--- src/hw/todc_pkg.sv ---
package todc_pkg;
  // System clock and the regulated slow clock that the time counters step on.
  localparam int unsigned SYS_CLK_HZ  = 25_000_000;
  localparam int unsigned SLOW_CLK_HZ = 256;
  // Cycles per slow tick; the fraction is dropped, so the tick runs slightly fast.
  localparam int unsigned DIV_CYCLES  = SYS_CLK_HZ / SLOW_CLK_HZ;
  localparam int unsigned DIV_W       = 17;
  localparam int unsigned PRE_W       = 8;

  // Register byte addresses on the APB.
  localparam logic [7:0] ADDR_CTRL = 8'h00;
  localparam logic [7:0] ADDR_MS   = 8'h04;
  localparam logic [7:0] ADDR_HOUR = 8'h08;

  // Field positions.
  localparam int unsigned CTRL_RUN_BIT = 0;
  localparam int unsigned CTRL_H12_BIT = 1;
  localparam int unsigned CTRL_BCD_BIT = 2;
  localparam int unsigned MS_SEC_LSB   = 0;
  localparam int unsigned MS_MIN_LSB   = 8;
  localparam int unsigned HOUR_LSB     = 0;
  localparam int unsigned HOUR_PM_BIT  = 8;

  // Counter limits in binary and BCD form.
  localparam logic [6:0] MS_MAX_BIN  = 7'h3b;
  localparam logic [6:0] MS_MAX_BCD  = 7'h59;
  localparam logic [5:0] H24_MAX_BIN = 6'h17;
  localparam logic [5:0] H24_MAX_BCD = 6'h23;
  localparam logic [5:0] H12_MAX_BIN = 6'h0c;
  localparam logic [5:0] H12_MAX_BCD = 6'h12;
  localparam logic [5:0] H11_BIN     = 6'h0b;
  localparam logic [5:0] H11_BCD     = 6'h11;
  localparam logic [5:0] HOUR_ONE    = 6'h01;
  localparam logic [3:0] DIGIT_NINE  = 4'h9;
  localparam logic [6:0] DEC_TEN     = 7'h0a;

  // Prescaler phases at which the fast rate events fire.
  localparam logic [PRE_W-1:0] PRE_32HZ = 8'h07;
  localparam logic [PRE_W-1:0] PRE_8HZ  = 8'h1f;
  localparam logic [PRE_W-1:0] PRE_4HZ  = 8'h3f;
  localparam logic [PRE_W-1:0] PRE_1HZ  = 8'hff;

  // Event output bit positions.
  localparam int unsigned EV_32HZ = 0;
  localparam int unsigned EV_8HZ  = 1;
  localparam int unsigned EV_4HZ  = 2;
  localparam int unsigned EV_1HZ  = 3;
  localparam int unsigned EV_10S  = 4;
  localparam int unsigned EV_1M   = 5;
  localparam int unsigned EV_10M  = 6;
  localparam int unsigned EV_1H   = 7;
  localparam int unsigned EV_10H  = 8;
  localparam int unsigned EV_HALF = 9;
  localparam int unsigned EV_DAY  = 10;
  localparam int unsigned EV_N    = 11;

  typedef struct packed {
    logic bcd;
    logic h12;
    logic run;
  } todc_ctrl_s;

  typedef struct packed {
    logic       pm;
    logic [5:0] hour;
    logic [6:0] min;
    logic [6:0] sec;
  } todc_time_s;

  typedef struct packed {
    logic t1hz;
    logic t4hz;
    logic t8hz;
    logic t32hz;
  } todc_rate_s;
endpackage

--- src/hw/todc_divider.sv ---
`timescale 1ns/10ps
// Divides the system clock to the 256 Hz slow tick and then to the rate ticks.
module todc_divider #(
  parameter int unsigned DIV_CYCLES_P = todc_pkg::DIV_CYCLES
) (
  input  wire logic               clk,
  input  wire logic               rst_n,
  input  wire logic               run,
  input  wire logic               restart,
  output todc_pkg::todc_rate_s    rate,
  output logic [todc_pkg::PRE_W-1:0] prescale
);
  import todc_pkg::*;

  logic [DIV_W-1:0] divCnt_reg;   // Cycles inside one slow period.
  logic [PRE_W-1:0] pre_reg;      // Slow periods inside one second.
  logic             slowTick;     // One-cycle 256 Hz enable.
  todc_rate_s       rate_reg;     // Registered rate pulses.
  todc_rate_s       rate_next;

  assign slowTick = run && (divCnt_reg == DIV_W'(DIV_CYCLES_P - 1));

  // Every rate pulse falls on a slow tick, so all of them stay phase aligned.
  assign rate_next.t32hz = slowTick && ((pre_reg & PRE_32HZ) == PRE_32HZ);
  assign rate_next.t8hz  = slowTick && ((pre_reg & PRE_8HZ) == PRE_8HZ);
  assign rate_next.t4hz  = slowTick && ((pre_reg & PRE_4HZ) == PRE_4HZ);
  assign rate_next.t1hz  = slowTick && (pre_reg == PRE_1HZ);

  // The chain freezes while stopped and restarts from phase zero on a start.
  always_ff @(posedge clk) begin
    if (!rst_n || restart) begin
      divCnt_reg <= '0;
      pre_reg    <= '0;
      rate_reg   <= '0;
    end else begin
      rate_reg <= rate_next;
      if (slowTick) begin
        divCnt_reg <= '0;
        pre_reg    <= pre_reg + PRE_W'(1);
      end else if (run) begin
        divCnt_reg <= divCnt_reg + DIV_W'(1);
      end
    end
  end

  assign rate     = rate_reg;
  assign prescale = pre_reg;
endmodule

--- src/hw/todc_core.sv ---
// The register offsets and register access over APB were chosen for this implementation.
`timescale 1ns/10ps
// What this block does
// - Seconds counter steps once per 1 Hz tick
// - Seconds wrap at sixty, carry to minutes
// - Minutes step only on seconds carry
// - Minutes wrap at sixty, carry to hours
// - BCD mode: tens and units digits
// - Counters readable in selected number form
// - Software write loads any counter
// - Hours counter six bits, 0..23
// - Twelve hour mode counts 1..12
// - BCD hours: two bit tens digit
// - Noon reads twelve, PM flag set
// - Reset leaves counter contents untouched
// - Periodic rate and calendar events
// - Software starts and stops counting
// - PM flag held zero in 24h
// - Format bit one selects twelve hour
// - Run bit one counts, zero halts
// - Tick derived from 256 Hz clock
module todc_core #(
  parameter int unsigned DIV_CYCLES_P = todc_pkg::DIV_CYCLES
) (
  input  wire logic        clk,
  input  wire logic        rst_n,
  input  wire logic        psel,
  input  wire logic        penable,
  input  wire logic        pwrite,
  input  wire logic [7:0]  paddr,
  input  wire logic [31:0] pwdata,
  output logic [31:0]      prdata,
  output logic             pready,
  output logic             pslverr,
  output logic [todc_pkg::EV_N-1:0] eventPulse
);
  import todc_pkg::*;

  // Increment of a seconds or minutes value; the top bit is the wrap carry.
  function automatic logic [7:0] incSixty(input logic [6:0] v, input logic bcd);
    logic [6:0] nxt;
    logic       cry;
    nxt = v + 7'h01;
    cry = 1'b0;
    if (bcd) begin
      if (v == MS_MAX_BCD) begin
        nxt = '0;
        cry = 1'b1;
      end else if (v[3:0] == DIGIT_NINE) begin
        nxt = {v[6:4] + 3'h1, 4'h0};
      end
    end else if (v == MS_MAX_BIN) begin
      nxt = '0;
      cry = 1'b1;
    end
    return {cry, nxt};
  endfunction

  // True when the units digit is nine, so the next step moves the tens digit.
  function automatic logic unitsNine(input logic [6:0] v, input logic bcd);
    return bcd ? (v[3:0] == DIGIT_NINE) : ((v % DEC_TEN) == 7'(DIGIT_NINE));
  endfunction

  // Top hour of the current mode and form.
  function automatic logic [5:0] hourMax(input logic h12, input logic bcd);
    if (h12) begin
      return bcd ? H12_MAX_BCD : H12_MAX_BIN;
    end
    return bcd ? H24_MAX_BCD : H24_MAX_BIN;
  endfunction

  // Hour eleven in the current form.
  function automatic logic [5:0] hourEleven(input logic bcd);
    return bcd ? H11_BCD : H11_BIN;
  endfunction

  // Next hour value for one carry from the minutes counter.
  function automatic logic [5:0] incHour(input logic [5:0] h, input logic h12,
                                         input logic bcd);
    logic [5:0] nxt;
    nxt = h + 6'h01;
    if (h == hourMax(h12, bcd)) begin
      nxt = h12 ? HOUR_ONE : 6'h00;
    end else if (bcd && (h[3:0] == DIGIT_NINE)) begin
      nxt = {h[5:4] + 2'h1, 4'h0};
    end
    return nxt;
  endfunction

  // Architectural state.
  todc_ctrl_s ctrl_reg;        // Run, hour format and BCD selection.
  todc_ctrl_s ctrl_next;
  todc_time_s time_reg;        // Seconds, minutes, hours and PM flag.
  todc_time_s time_next;
  logic [31:0]   prdata_reg;   // Read data, loaded in the setup cycle.
  logic          pready_reg;   // Zero-wait ready.
  logic          pslverr_reg;  // Error for unmapped addresses.
  logic [EV_N-1:0] ev_reg;     // Registered event pulses.
  logic [EV_N-1:0] ev_next;
  // The counters power up unknown, so the history checks below wait until
  // software has loaded them once since the last reset.
  logic          msLoaded_reg;   // Minutes and seconds written since reset.
  logic          hourLoaded_reg; // Hours written since reset.

  // Divider outputs.
  todc_rate_s          rate;
  logic [PRE_W-1:0]    prescale;

  // Bus decode.
  logic apbSetup;
  logic apbWrite;
  logic hitCtrl;
  logic hitMs;
  logic hitHour;
  logic hitAny;
  logic wrCtrl;
  logic wrMs;
  logic wrHour;
  logic startWrite;
  logic [31:0] rdMux;

  // Counting chain.
  logic       tickSec;
  logic [7:0] secInc;
  logic [7:0] minInc;
  logic       carrySec;
  logic       carryMin;
  logic [5:0] hourInc;
  logic [5:0] elevenVal;
  logic       hourIsEleven;
  logic       hourIsMax;
  logic       pmToggle;

  // A transfer takes effect at the access edge; ready is always high there.
  assign apbSetup = psel && !penable;
  assign apbWrite = psel && penable && pwrite && pready_reg;
  assign hitCtrl  = (paddr == ADDR_CTRL);
  assign hitMs    = (paddr == ADDR_MS);
  assign hitHour  = (paddr == ADDR_HOUR);
  assign hitAny   = hitCtrl || hitMs || hitHour;
  assign wrCtrl   = apbWrite && hitCtrl;
  assign wrMs     = apbWrite && hitMs;
  assign wrHour   = apbWrite && hitHour;

  // Writing one to the run bit restarts the divider phase.
  assign startWrite = wrCtrl && pwdata[CTRL_RUN_BIT];

  // Read mux shows the counters in whatever form they are kept in.
  assign rdMux = hitCtrl ? {29'h0, ctrl_reg.bcd, ctrl_reg.h12, ctrl_reg.run} :
                 hitMs   ? {17'h0, time_reg.min, 1'b0, time_reg.sec} :
                 hitHour ? {23'h0, time_reg.pm, 2'b00, time_reg.hour} :
                 32'h0;

  // The slow chain starts from the 256 Hz enable, not from any clock pin.
  todc_divider #(
    .DIV_CYCLES_P (DIV_CYCLES_P)
  ) u_divider (
    .clk      (clk),
    .rst_n    (rst_n),
    .run      (ctrl_reg.run),
    .restart  (startWrite),
    .rate     (rate),
    .prescale (prescale)
  );

  // Seconds step on the 1 Hz tick only while running; nothing here looks at
  // a sleep signal, so counting goes on through sleep.
  assign tickSec  = rate.t1hz && ctrl_reg.run;
  assign secInc   = incSixty(time_reg.sec, ctrl_reg.bcd);
  assign minInc   = incSixty(time_reg.min, ctrl_reg.bcd);
  assign carrySec = tickSec && secInc[7];
  assign carryMin = carrySec && minInc[7];

  // Hour stepping and the morning/afternoon flag.
  assign hourInc      = incHour(time_reg.hour, ctrl_reg.h12, ctrl_reg.bcd);
  assign elevenVal    = hourEleven(ctrl_reg.bcd);
  assign hourIsEleven = (time_reg.hour == elevenVal);
  assign hourIsMax    = (time_reg.hour == hourMax(ctrl_reg.h12, ctrl_reg.bcd));
  assign pmToggle     = carryMin && ctrl_reg.h12 && hourIsEleven;

  // Control register; a write replaces all three bits at once.
  always_comb begin
    ctrl_next = ctrl_reg;
    if (wrCtrl) begin
      ctrl_next.run = pwdata[CTRL_RUN_BIT];
      ctrl_next.h12 = pwdata[CTRL_H12_BIT];
      ctrl_next.bcd = pwdata[CTRL_BCD_BIT];
    end
  end

  // Counter next values. A software write wins over a tick in the same cycle,
  // which is why software should stop the clock before setting it.
  always_comb begin
    time_next = time_reg;
    if (wrMs) begin
      time_next.sec = pwdata[MS_SEC_LSB +: 7];
      time_next.min = pwdata[MS_MIN_LSB +: 7];
    end else begin
      if (tickSec) begin
        time_next.sec = secInc[6:0];
      end
      if (carrySec) begin
        time_next.min = minInc[6:0];
      end
    end
    if (wrHour) begin
      time_next.hour = pwdata[HOUR_LSB +: 6];
      time_next.pm   = pwdata[HOUR_PM_BIT];
    end else if (carryMin) begin
      time_next.hour = hourInc;
      if (pmToggle) begin
        time_next.pm = !time_reg.pm;
      end
    end
    // The flag has no meaning in 24-hour mode and is held low there.
    if (!ctrl_next.h12) begin
      time_next.pm = 1'b0;
    end
  end

  // Periodic events, each a single pulse on the cycle the count moves.
  always_comb begin
    ev_next          = '0;
    ev_next[EV_32HZ] = rate.t32hz;
    ev_next[EV_8HZ]  = rate.t8hz;
    ev_next[EV_4HZ]  = rate.t4hz;
    ev_next[EV_1HZ]  = rate.t1hz;
    ev_next[EV_10S]  = tickSec && unitsNine(time_reg.sec, ctrl_reg.bcd);
    ev_next[EV_1M]   = carrySec;
    ev_next[EV_10M]  = carrySec && unitsNine(time_reg.min, ctrl_reg.bcd);
    ev_next[EV_1H]   = carryMin;
    ev_next[EV_10H]  = carryMin && unitsNine({1'b0, time_reg.hour}, ctrl_reg.bcd);
    ev_next[EV_HALF] = carryMin && (hourIsEleven || (!ctrl_reg.h12 && hourIsMax));
    ev_next[EV_DAY]  = carryMin && (ctrl_reg.h12 ? (hourIsEleven && time_reg.pm)
                                                 : hourIsMax);
  end

  // Control, bus and event flops; these all take the reset.
  always_ff @(posedge clk) begin
    if (!rst_n) begin
      ctrl_reg    <= '0;
      prdata_reg  <= '0;
      pready_reg  <= 1'b0;
      pslverr_reg <= 1'b0;
      ev_reg      <= '0;
      msLoaded_reg   <= 1'b0;
      hourLoaded_reg <= 1'b0;
    end else begin
      ctrl_reg   <= ctrl_next;
      pready_reg <= 1'b1;
      ev_reg     <= ev_next;
      // Loaded flags only ever rise; reset is the one way back to unknown.
      if (wrMs) begin
        msLoaded_reg <= 1'b1;
      end
      if (wrHour) begin
        hourLoaded_reg <= 1'b1;
      end
      if (apbSetup) begin
        prdata_reg  <= rdMux;
        pslverr_reg <= !hitAny;
      end
    end
  end

  // The time counters carry no reset: a reset pulse must not lose the time.
  always_ff @(posedge clk) begin
    time_reg <= time_next;
  end

  assign prdata     = prdata_reg;
  assign pready     = pready_reg;
  assign pslverr    = pslverr_reg;
  assign eventPulse = ev_reg;
endmodule

--- config.mk ---
export PLATFORM = sky130hd
export DESIGN_NAME = todc_core
export DESIGN_NICKNAME = d
export VERILOG_FILES = /design/src/hw/todc_pkg.sv /design/src/hw/todc_divider.sv /design/src/hw/todc_core.sv
export SDC_FILE = /design/constraint.sdc
export NUM_CORES = 1
export LEC_CHECK = 0
export BUFFER_PORTS_ARGS = -buffer_cell sky130_fd_sc_hd__buf_2
export CAP_MARGIN = 20
export CELL_PAD_IN_SITES_DETAIL_PLACEMENT = 1
export CELL_PAD_IN_SITES_GLOBAL_PLACEMENT = 1
export CORE_ASPECT_RATIO = 0.9
export CORE_MARGIN = 2
export CORE_UTILIZATION = 37
export CTS_BUF_LIST = sky130_fd_sc_hd__clkbuf_2 sky130_fd_sc_hd__clkbuf_4 sky130_fd_sc_hd__clkbuf_8
export DETAILED_ROUTE_END_ITERATION = 8
export PLACE_DENSITY = 0.72
export SYNTH_ARGS = -nofsm -noshare
export SYNTH_HDL_FRONTEND = slang
export SYNTH_SLANG_ARGS = --single-unit
--- constraint.sdc ---
create_clock -name clk -period 2.4 [get_ports clk]
set_input_delay 0.36 -clock clk [delete_from_list [all_inputs] [get_ports clk]]
set_output_delay 0.36 -clock clk [all_outputs]
set_load 0.02 [all_outputs]
## Yosys cells after proc, flatten, opt, wreduce, memory -nomap -nowiden

Index checks and enable logic that the tools add are counted.

- Register bits after elaboration: 98
- Input bits: 45
- Output and inout bits: 45

- Add/subtract/negate cells: 8
- Divide/modulo/power cells: 3
- Eq/ne operators: 19
- Multiplexer cells: 38
- Reduce and logical (&&, ||, !) cells: 42

Operator list:

| cell | count |
|---|---|
| $mux 7 | 12 |
| $mux 15 | 2 |
| $mux 6 | 5 |
| $logic_and 1x1->1 | 26 |
| $eq 7x4->1 const B | 3 |
| $add 17x1->17 const B | 1 |
| $eq 17x17->1 const B | 1 |
| $add 7x1->7 const B | 2 |
| $eq 7x6->1 const B | 2 |
| $eq 7x7->1 const B | 2 |
| $mod 7x4->7 const B | 2 |
| $mux 1 | 14 |
| $mux 14 | 1 |
| $eq 4x4->1 const B | 3 |
| $mux 5 | 2 |
| $mux 9 | 1 |
| $add 8x1->8 const B | 1 |
| $eq 8x3->1 const B | 1 |
| $eq 8x4->1 const B | 1 |
| $eq 8x8->1 const B | 1 |
| $logic_not 8->1 | 1 |
| $reduce_bool 2->1 | 4 |
| $mod 6x4->7 const B | 1 |
| $add 3x1->3 const B | 2 |
| other kinds (12) | 19 |

## Longest topological paths before layout

- Depth in word-level cells: 10
- Mapped depth: 14

## Modules after synthesis

A second synthesis with hierarchy kept.

- Cells, all modules: 642
- Area total of the unflattened synthesis: 5426.5 um2

By module, submodules not included:

| module | instances | cells each | area an instance (um2) | sequential area each (um2) |
|---|---|---|---|---|
| todc_core | 1 | 494 | 4075.2 | 1221.2 |
| todc_divider | 1 | 148 | 1351.3 | 580.6 |

## Worst setup path before layout

No wires, ideal clock.

- Path type: register to register
- Start: reg time_reg[18] (netlist name)
- End: reg ev_reg[8] (netlist: eventPulse[8])
- Arrival: 2511 ps
- Required time: 2328 ps
- Path slack: -183 ps
- Cell stages (with the launch flop): 14
- Period minus slack after synthesis: 2583 ps
- Cells stage by stage: edfxtp_1 -> buf_2 -> inv_1 -> ha_1 -> a41oi_1 -> and3_1 -> xnor2_1 -> ha_1 -> inv_1 -> o31ai_1 -> nand3_1 -> a311oi_1 -> o21ai_0 -> a21oi_1

- Longest elaborated chain between the ends: 4

RTL lines:

| what | line | text |
|---|---|---|
| start, declared | todc_core.sv:93 | `todc_time_s time_reg;` |
| start signal, assigned | todc_core.sv:268 | `time_reg <= time_next;` |
| $mod 6x4->7 | todc_core.sv:61 | `return bcd ? (v[3:0] == DIGIT_NINE) : ((v % DEC_TEN) == 7'(DIGIT_NINE));` |
| $eq 7x4->1 | todc_core.sv:61 |  |
| $mux 1 | todc_core.sv:61 |  |
| $logic_and 1x1->1 | todc_core.sv:232 | `ev_next[EV_10H] = carryMin && unitsNine({1'b0, time_reg.hour}, ctrl_reg.bcd);` |
| end signal, assigned | todc_core.sv:251 | `ev_reg <= ev_next;` |
| end, declared | todc_core.sv:98 | `logic [EV_N-1:0] ev_reg;` |

No other way between the ends.
A chain may end at the register's enable or synchronous reset.

## Worst setup path in the final report

- Start: reg time_reg[19] (netlist name)
- End: reg ev_reg[8] (netlist: eventPulse[8])

The elaborated chain is that of the path after synthesis.

==> results.rst <==
.. list-table::
   :header-rows: 1

   * - Metric
     - Value
   * - Result of the run
     - finished with violations
   * - Violated checks
     - negative setup slack
   * - Antenna violations before repair
     - 1
   * - Fraction of the yosys area taken by sequential cells
     - 35.56%
   * - Top flip-flop cell by instance count after synthesis
     - dfxtp_1
   * - Power per cell area
     - 426.0 nW/um^2
   * - Leak
     - 2.500 nW
   * - Clock buffers created by TritonCTS
     - 9
   * - Mean post-synth cell area
     - 8.545 sq um
   * - Insertion delay of the later-clocked pin in the worst-skew pair
     - 380 ps
   * - Starting density of the core
     - 37.92%
   * - Reg clk slew, reported paths
     - 80 ps
   * - Power dissipated by switching net loads
     - 0.6015 mW
   * - Tightest Hold Check Type
     - input port to flop
   * - Startpoint of the worst-slack reg-to-reg timing path
     - time_reg[19]
   * - Routed Wire Length
     - 14440 um
   * - H-tree depth
     - 3
   * - DR pass1 iterations
     - 4
   * - Count of flip-flops with a built-in enable after synthesis
     - 20
   * - Start point of the critical path
     - time_reg[19]
   * - Layout Nets
     - 761
   * - Die area
     - 14650 sq um
   * - Count of clock tree sinks
     - 80
   * - Async set-reset flop share out of synthesis
     - 0%
   * - Clock power share
     - 43.4%
   * - Category of the critical setup timing path
     - flop to flop
   * - Switching power as a share of total power
     - 22.99%
   * - Total via count after detailed routing
     - 4590
   * - Min setup slack post-route
     - -21.27 ps
   * - Fmax
     - 0.4130 GHz
   * - Relative contribution of combinational cells to total power
     - 4.0%
   * - Peak ir drop on the vdd network
     - 0.3815 mV
   * - Setup clock skew after layout
     - 9.884 ps
   * - Required time of the critical path
     - 2710 ps
   * - Max-cap violations
     - 0
   * - Buffer cell driving the clock tree root
     - clkbuf_8
   * - Remaining Overflow, GRT
     - 0
   * - Area growth from synthesis to layout
     - 21.21%
   * - Via-per-instance ratio
     - 5.331
   * - Cell count after placement
     - 833
   * - Arrival time of the worst setup path
     - 2730 ps
   * - Final period utilization
     - 100.9%
   * - Hold buffers post-CTS
     - 0
   * - CP Max Fanout
     - 8
   * - Post-detailed-placement half-perimeter wirelength
     - 10830 um
   * - Number of placement rows
     - 40
   * - Final count of negative-setup-slack endpoints
     - 1
   * - Overall Global Routing Usage
     - 20.05%
   * - Fraction of power consumed by sequential logic
     - 52.6%
   * - Buffer depth of the longest clock path
     - 2
   * - Post-route antenna net violation count
     - 0
   * - Worst hold slack across all endpoints
     - 242.2 ps
   * - Power Internal
     - 2.015 mW
   * - Flip-flop count of the largest register after layout
     - 21
   * - TritonCTS clock tree
     - done
   * - Post-synthesis instance total
     - 593
   * - Detailed-route wire length per cell
     - 16.77 um
   * - Std-Cell Core Area
     - 13360 sq um
   * - Slew HR
     - 52.53%
   * - Beginning of the worst hold path
     - rst_n
   * - Cell Area, Synth
     - 5067 sq um
   * - Worst slew pin tran
     - 712.1 ps
   * - Register bit count reported by yosys
     - 80
   * - Post-route DRC violation count
     - 0
   * - Total power
     - 2.617 mW
   * - Number of warnings printed during yosys synthesis
     - 0
   * - Die X
     - 127.4 um
   * - Final period demand of the worst path
     - 2421 ps
   * - Crit path capture type
     - flop
   * - Pin count of the biggest net entering global routing
     - 18
   * - Number of hold violations in the final report
     - 0
   * - Wire length of the first global-routing pass
     - 23520 um
   * - Top-Level Pins
     - 90
   * - Cell Count, Final, Fillers Out
     - 861
   * - Last weighted congestion value of the routability-driven placer
     - 0.8318
   * - Overall die height
     - 115.0 um
   * - Synth unique cells
     - 71
   * - Setup repair after global routing missed its margin
     - yes
   * - Number of pins exceeding their max-slew limit in the final report
     - 0
   * - Fraction of layout cells with a size suffix above 1
     - 22.98%
   * - Sort of element at the start of the critical path
     - flop
   * - PortBufs
     - 53
   * - Drt initial violations
     - 213
   * - Vias in the first global route
     - 4848
-- cell usage in the layout, fill, tap and decap left out, drive strengths merged, types with 3 or more instances in the layout --
master / count
clkinv: 3
a2111oi: 3
nand3: 17
a21oi: 26
and4: 3
nor2: 64
a21o: 3
o21ai: 28
and2: 14
nand2b: 9
a22o: 3
edfxtp: 20
nand4: 15
nor2b: 7
clkbuf: 11
a41oi: 3
xnor2: 22
nor3: 5
nand2: 62
mux2i: 11
a22oi: 8
o31ai: 11
nand3b: 4
or3: 4
and3: 11
dfxtp: 60
xor2: 20
o22ai: 3
a222oi: 4
buf: 113
inv: 27
conb: 18
ha: 29
a31oi: 6
a211oi: 3
a21boi: 3
-- kinds of logic after synthesis --
kind of cell	count (synthesis)	synth area share (%)
AND/OR/NAND/NOR	231	23.48
AO/OA/AOI/OAI	124	16.64
flip-flops	80	35.56
buffers and inverters	74	7.432
XOR/XNOR	42	7.259
adder cells (fa/ha/maj)	29	7.161
multiplexers	12	2.395
other	1	0.07400
-- cell usage after synthesis, drive strengths merged (3+ instances only) --
cell type | count | area, sq um
nor2 | 64 | 240.2
nand2 | 62 | 235.2
dfxtp | 60 | 1201
buf | 34 | 226.5
ha | 29 | 362.9
o21ai | 28 | 140.1
a21oi | 26 | 130.1
inv | 26 | 97.59
xnor2 | 22 | 192.7
edfxtp | 20 | 600.6
xor2 | 20 | 175.2
nand3 | 17 | 85.08
nand4 | 15 | 93.84
and2 | 14 | 87.58
clkbuf | 13 | 48.80
and3 | 11 | 68.82
mux2i | 11 | 110.1
o31ai | 11 | 82.58
nand2b | 9 | 56.30
a22oi | 8 | 60.06
nor2b | 7 | 43.79
a31oi | 6 | 37.54
nor3 | 5 | 36.29
a222oi | 4 | 40.04
nand3b | 4 | 30.03
or3 | 4 | 25.02
a2111oi | 3 | 32.53
a211oi | 3 | 27.52
a21boi | 3 | 22.52
a21o | 3 | 22.52
a22o | 3 | 26.28
a41oi | 3 | 26.28
and4 | 3 | 28.78
o22ai | 3 | 18.77
-- metrics by stage --
step                      util [%]  instance area (sq um)  TNS (ps)  worst slack [ps]
after floorplan                  -                   5186         0             13.47
after global placement       43.06                   5754    -26.20            -26.20
after detailed placement     43.06                   5754    -185.6            -185.6
after CTS                    45.04                   6018    -89.79            -89.79
after global routing         45.96                   6142    -163.1            -163.1
final                        45.96                   6142    -21.27            -21.27
-- worst paths after layout --
check / slack, ps / depth (start not counted) / to
max: -20 / 12 / eventPulse[8]
min: 240 / 1 / pready
max reg2reg: -20 / 12 / eventPulse[8]
min reg2reg: 440 / 1 / eventPulse[2]
-- cell type report --
type,count,area (sq um)
Sequential cell,80,1802
Timing Repair Buffer,113,728.2
Inverter,27,103.9
Tap cell,168,210.2
Antenna cell,1,2.502
Fill cell,1636,7221
Clock buffer,11,138.9
Multi-Input combinational cell,456,3077
Clock inverter,5,80.08
-- layer usage --
| layer | wire length, um | GRT usage [%] |
|---|---|---|
| met1 | 6502 | 23.73 |
| met2 | 7269 | 36.11 |
| met3 | 505 | 5.584 |
| met4 | 161 | 4.982 |
| met5 | 0 | 0 |
-- critical path, stage by stage (launching register included) --
cell and delay [ps]:
edfxtp_1 530, ha_2 250, inv_2 50, o2111ai_2 120
and3_4 220, xnor2_4 170, ha_4 180, inv_4 50
o31ai_4 180, nand3_1 120, a311oi_1 220, o21ai_1 110
a21oi_1 150
-- power by group through the flow --
stage / combinational [mW] / sequential, mW / clock [mW]
after global routing: 0.114 / 1.38 / 1.23
after global placement: 0.104 / 1.41 / 0
final: 0.105 / 1.38 / 1.14
after CTS: 0.106 / 1.38 / 1.17
after floorplan: 0.0805 / 1.41 / 0
after detailed placement: 0.105 / 1.41 / 0
-- repair_timing --
item	4_1_cts	5_1_grt
pin swaps	11	10
setup endpoints to repair	1	9
setup buffers	5	6
resized for setup	3	14
No activity file was read; power rests on OpenSTA's default activity.
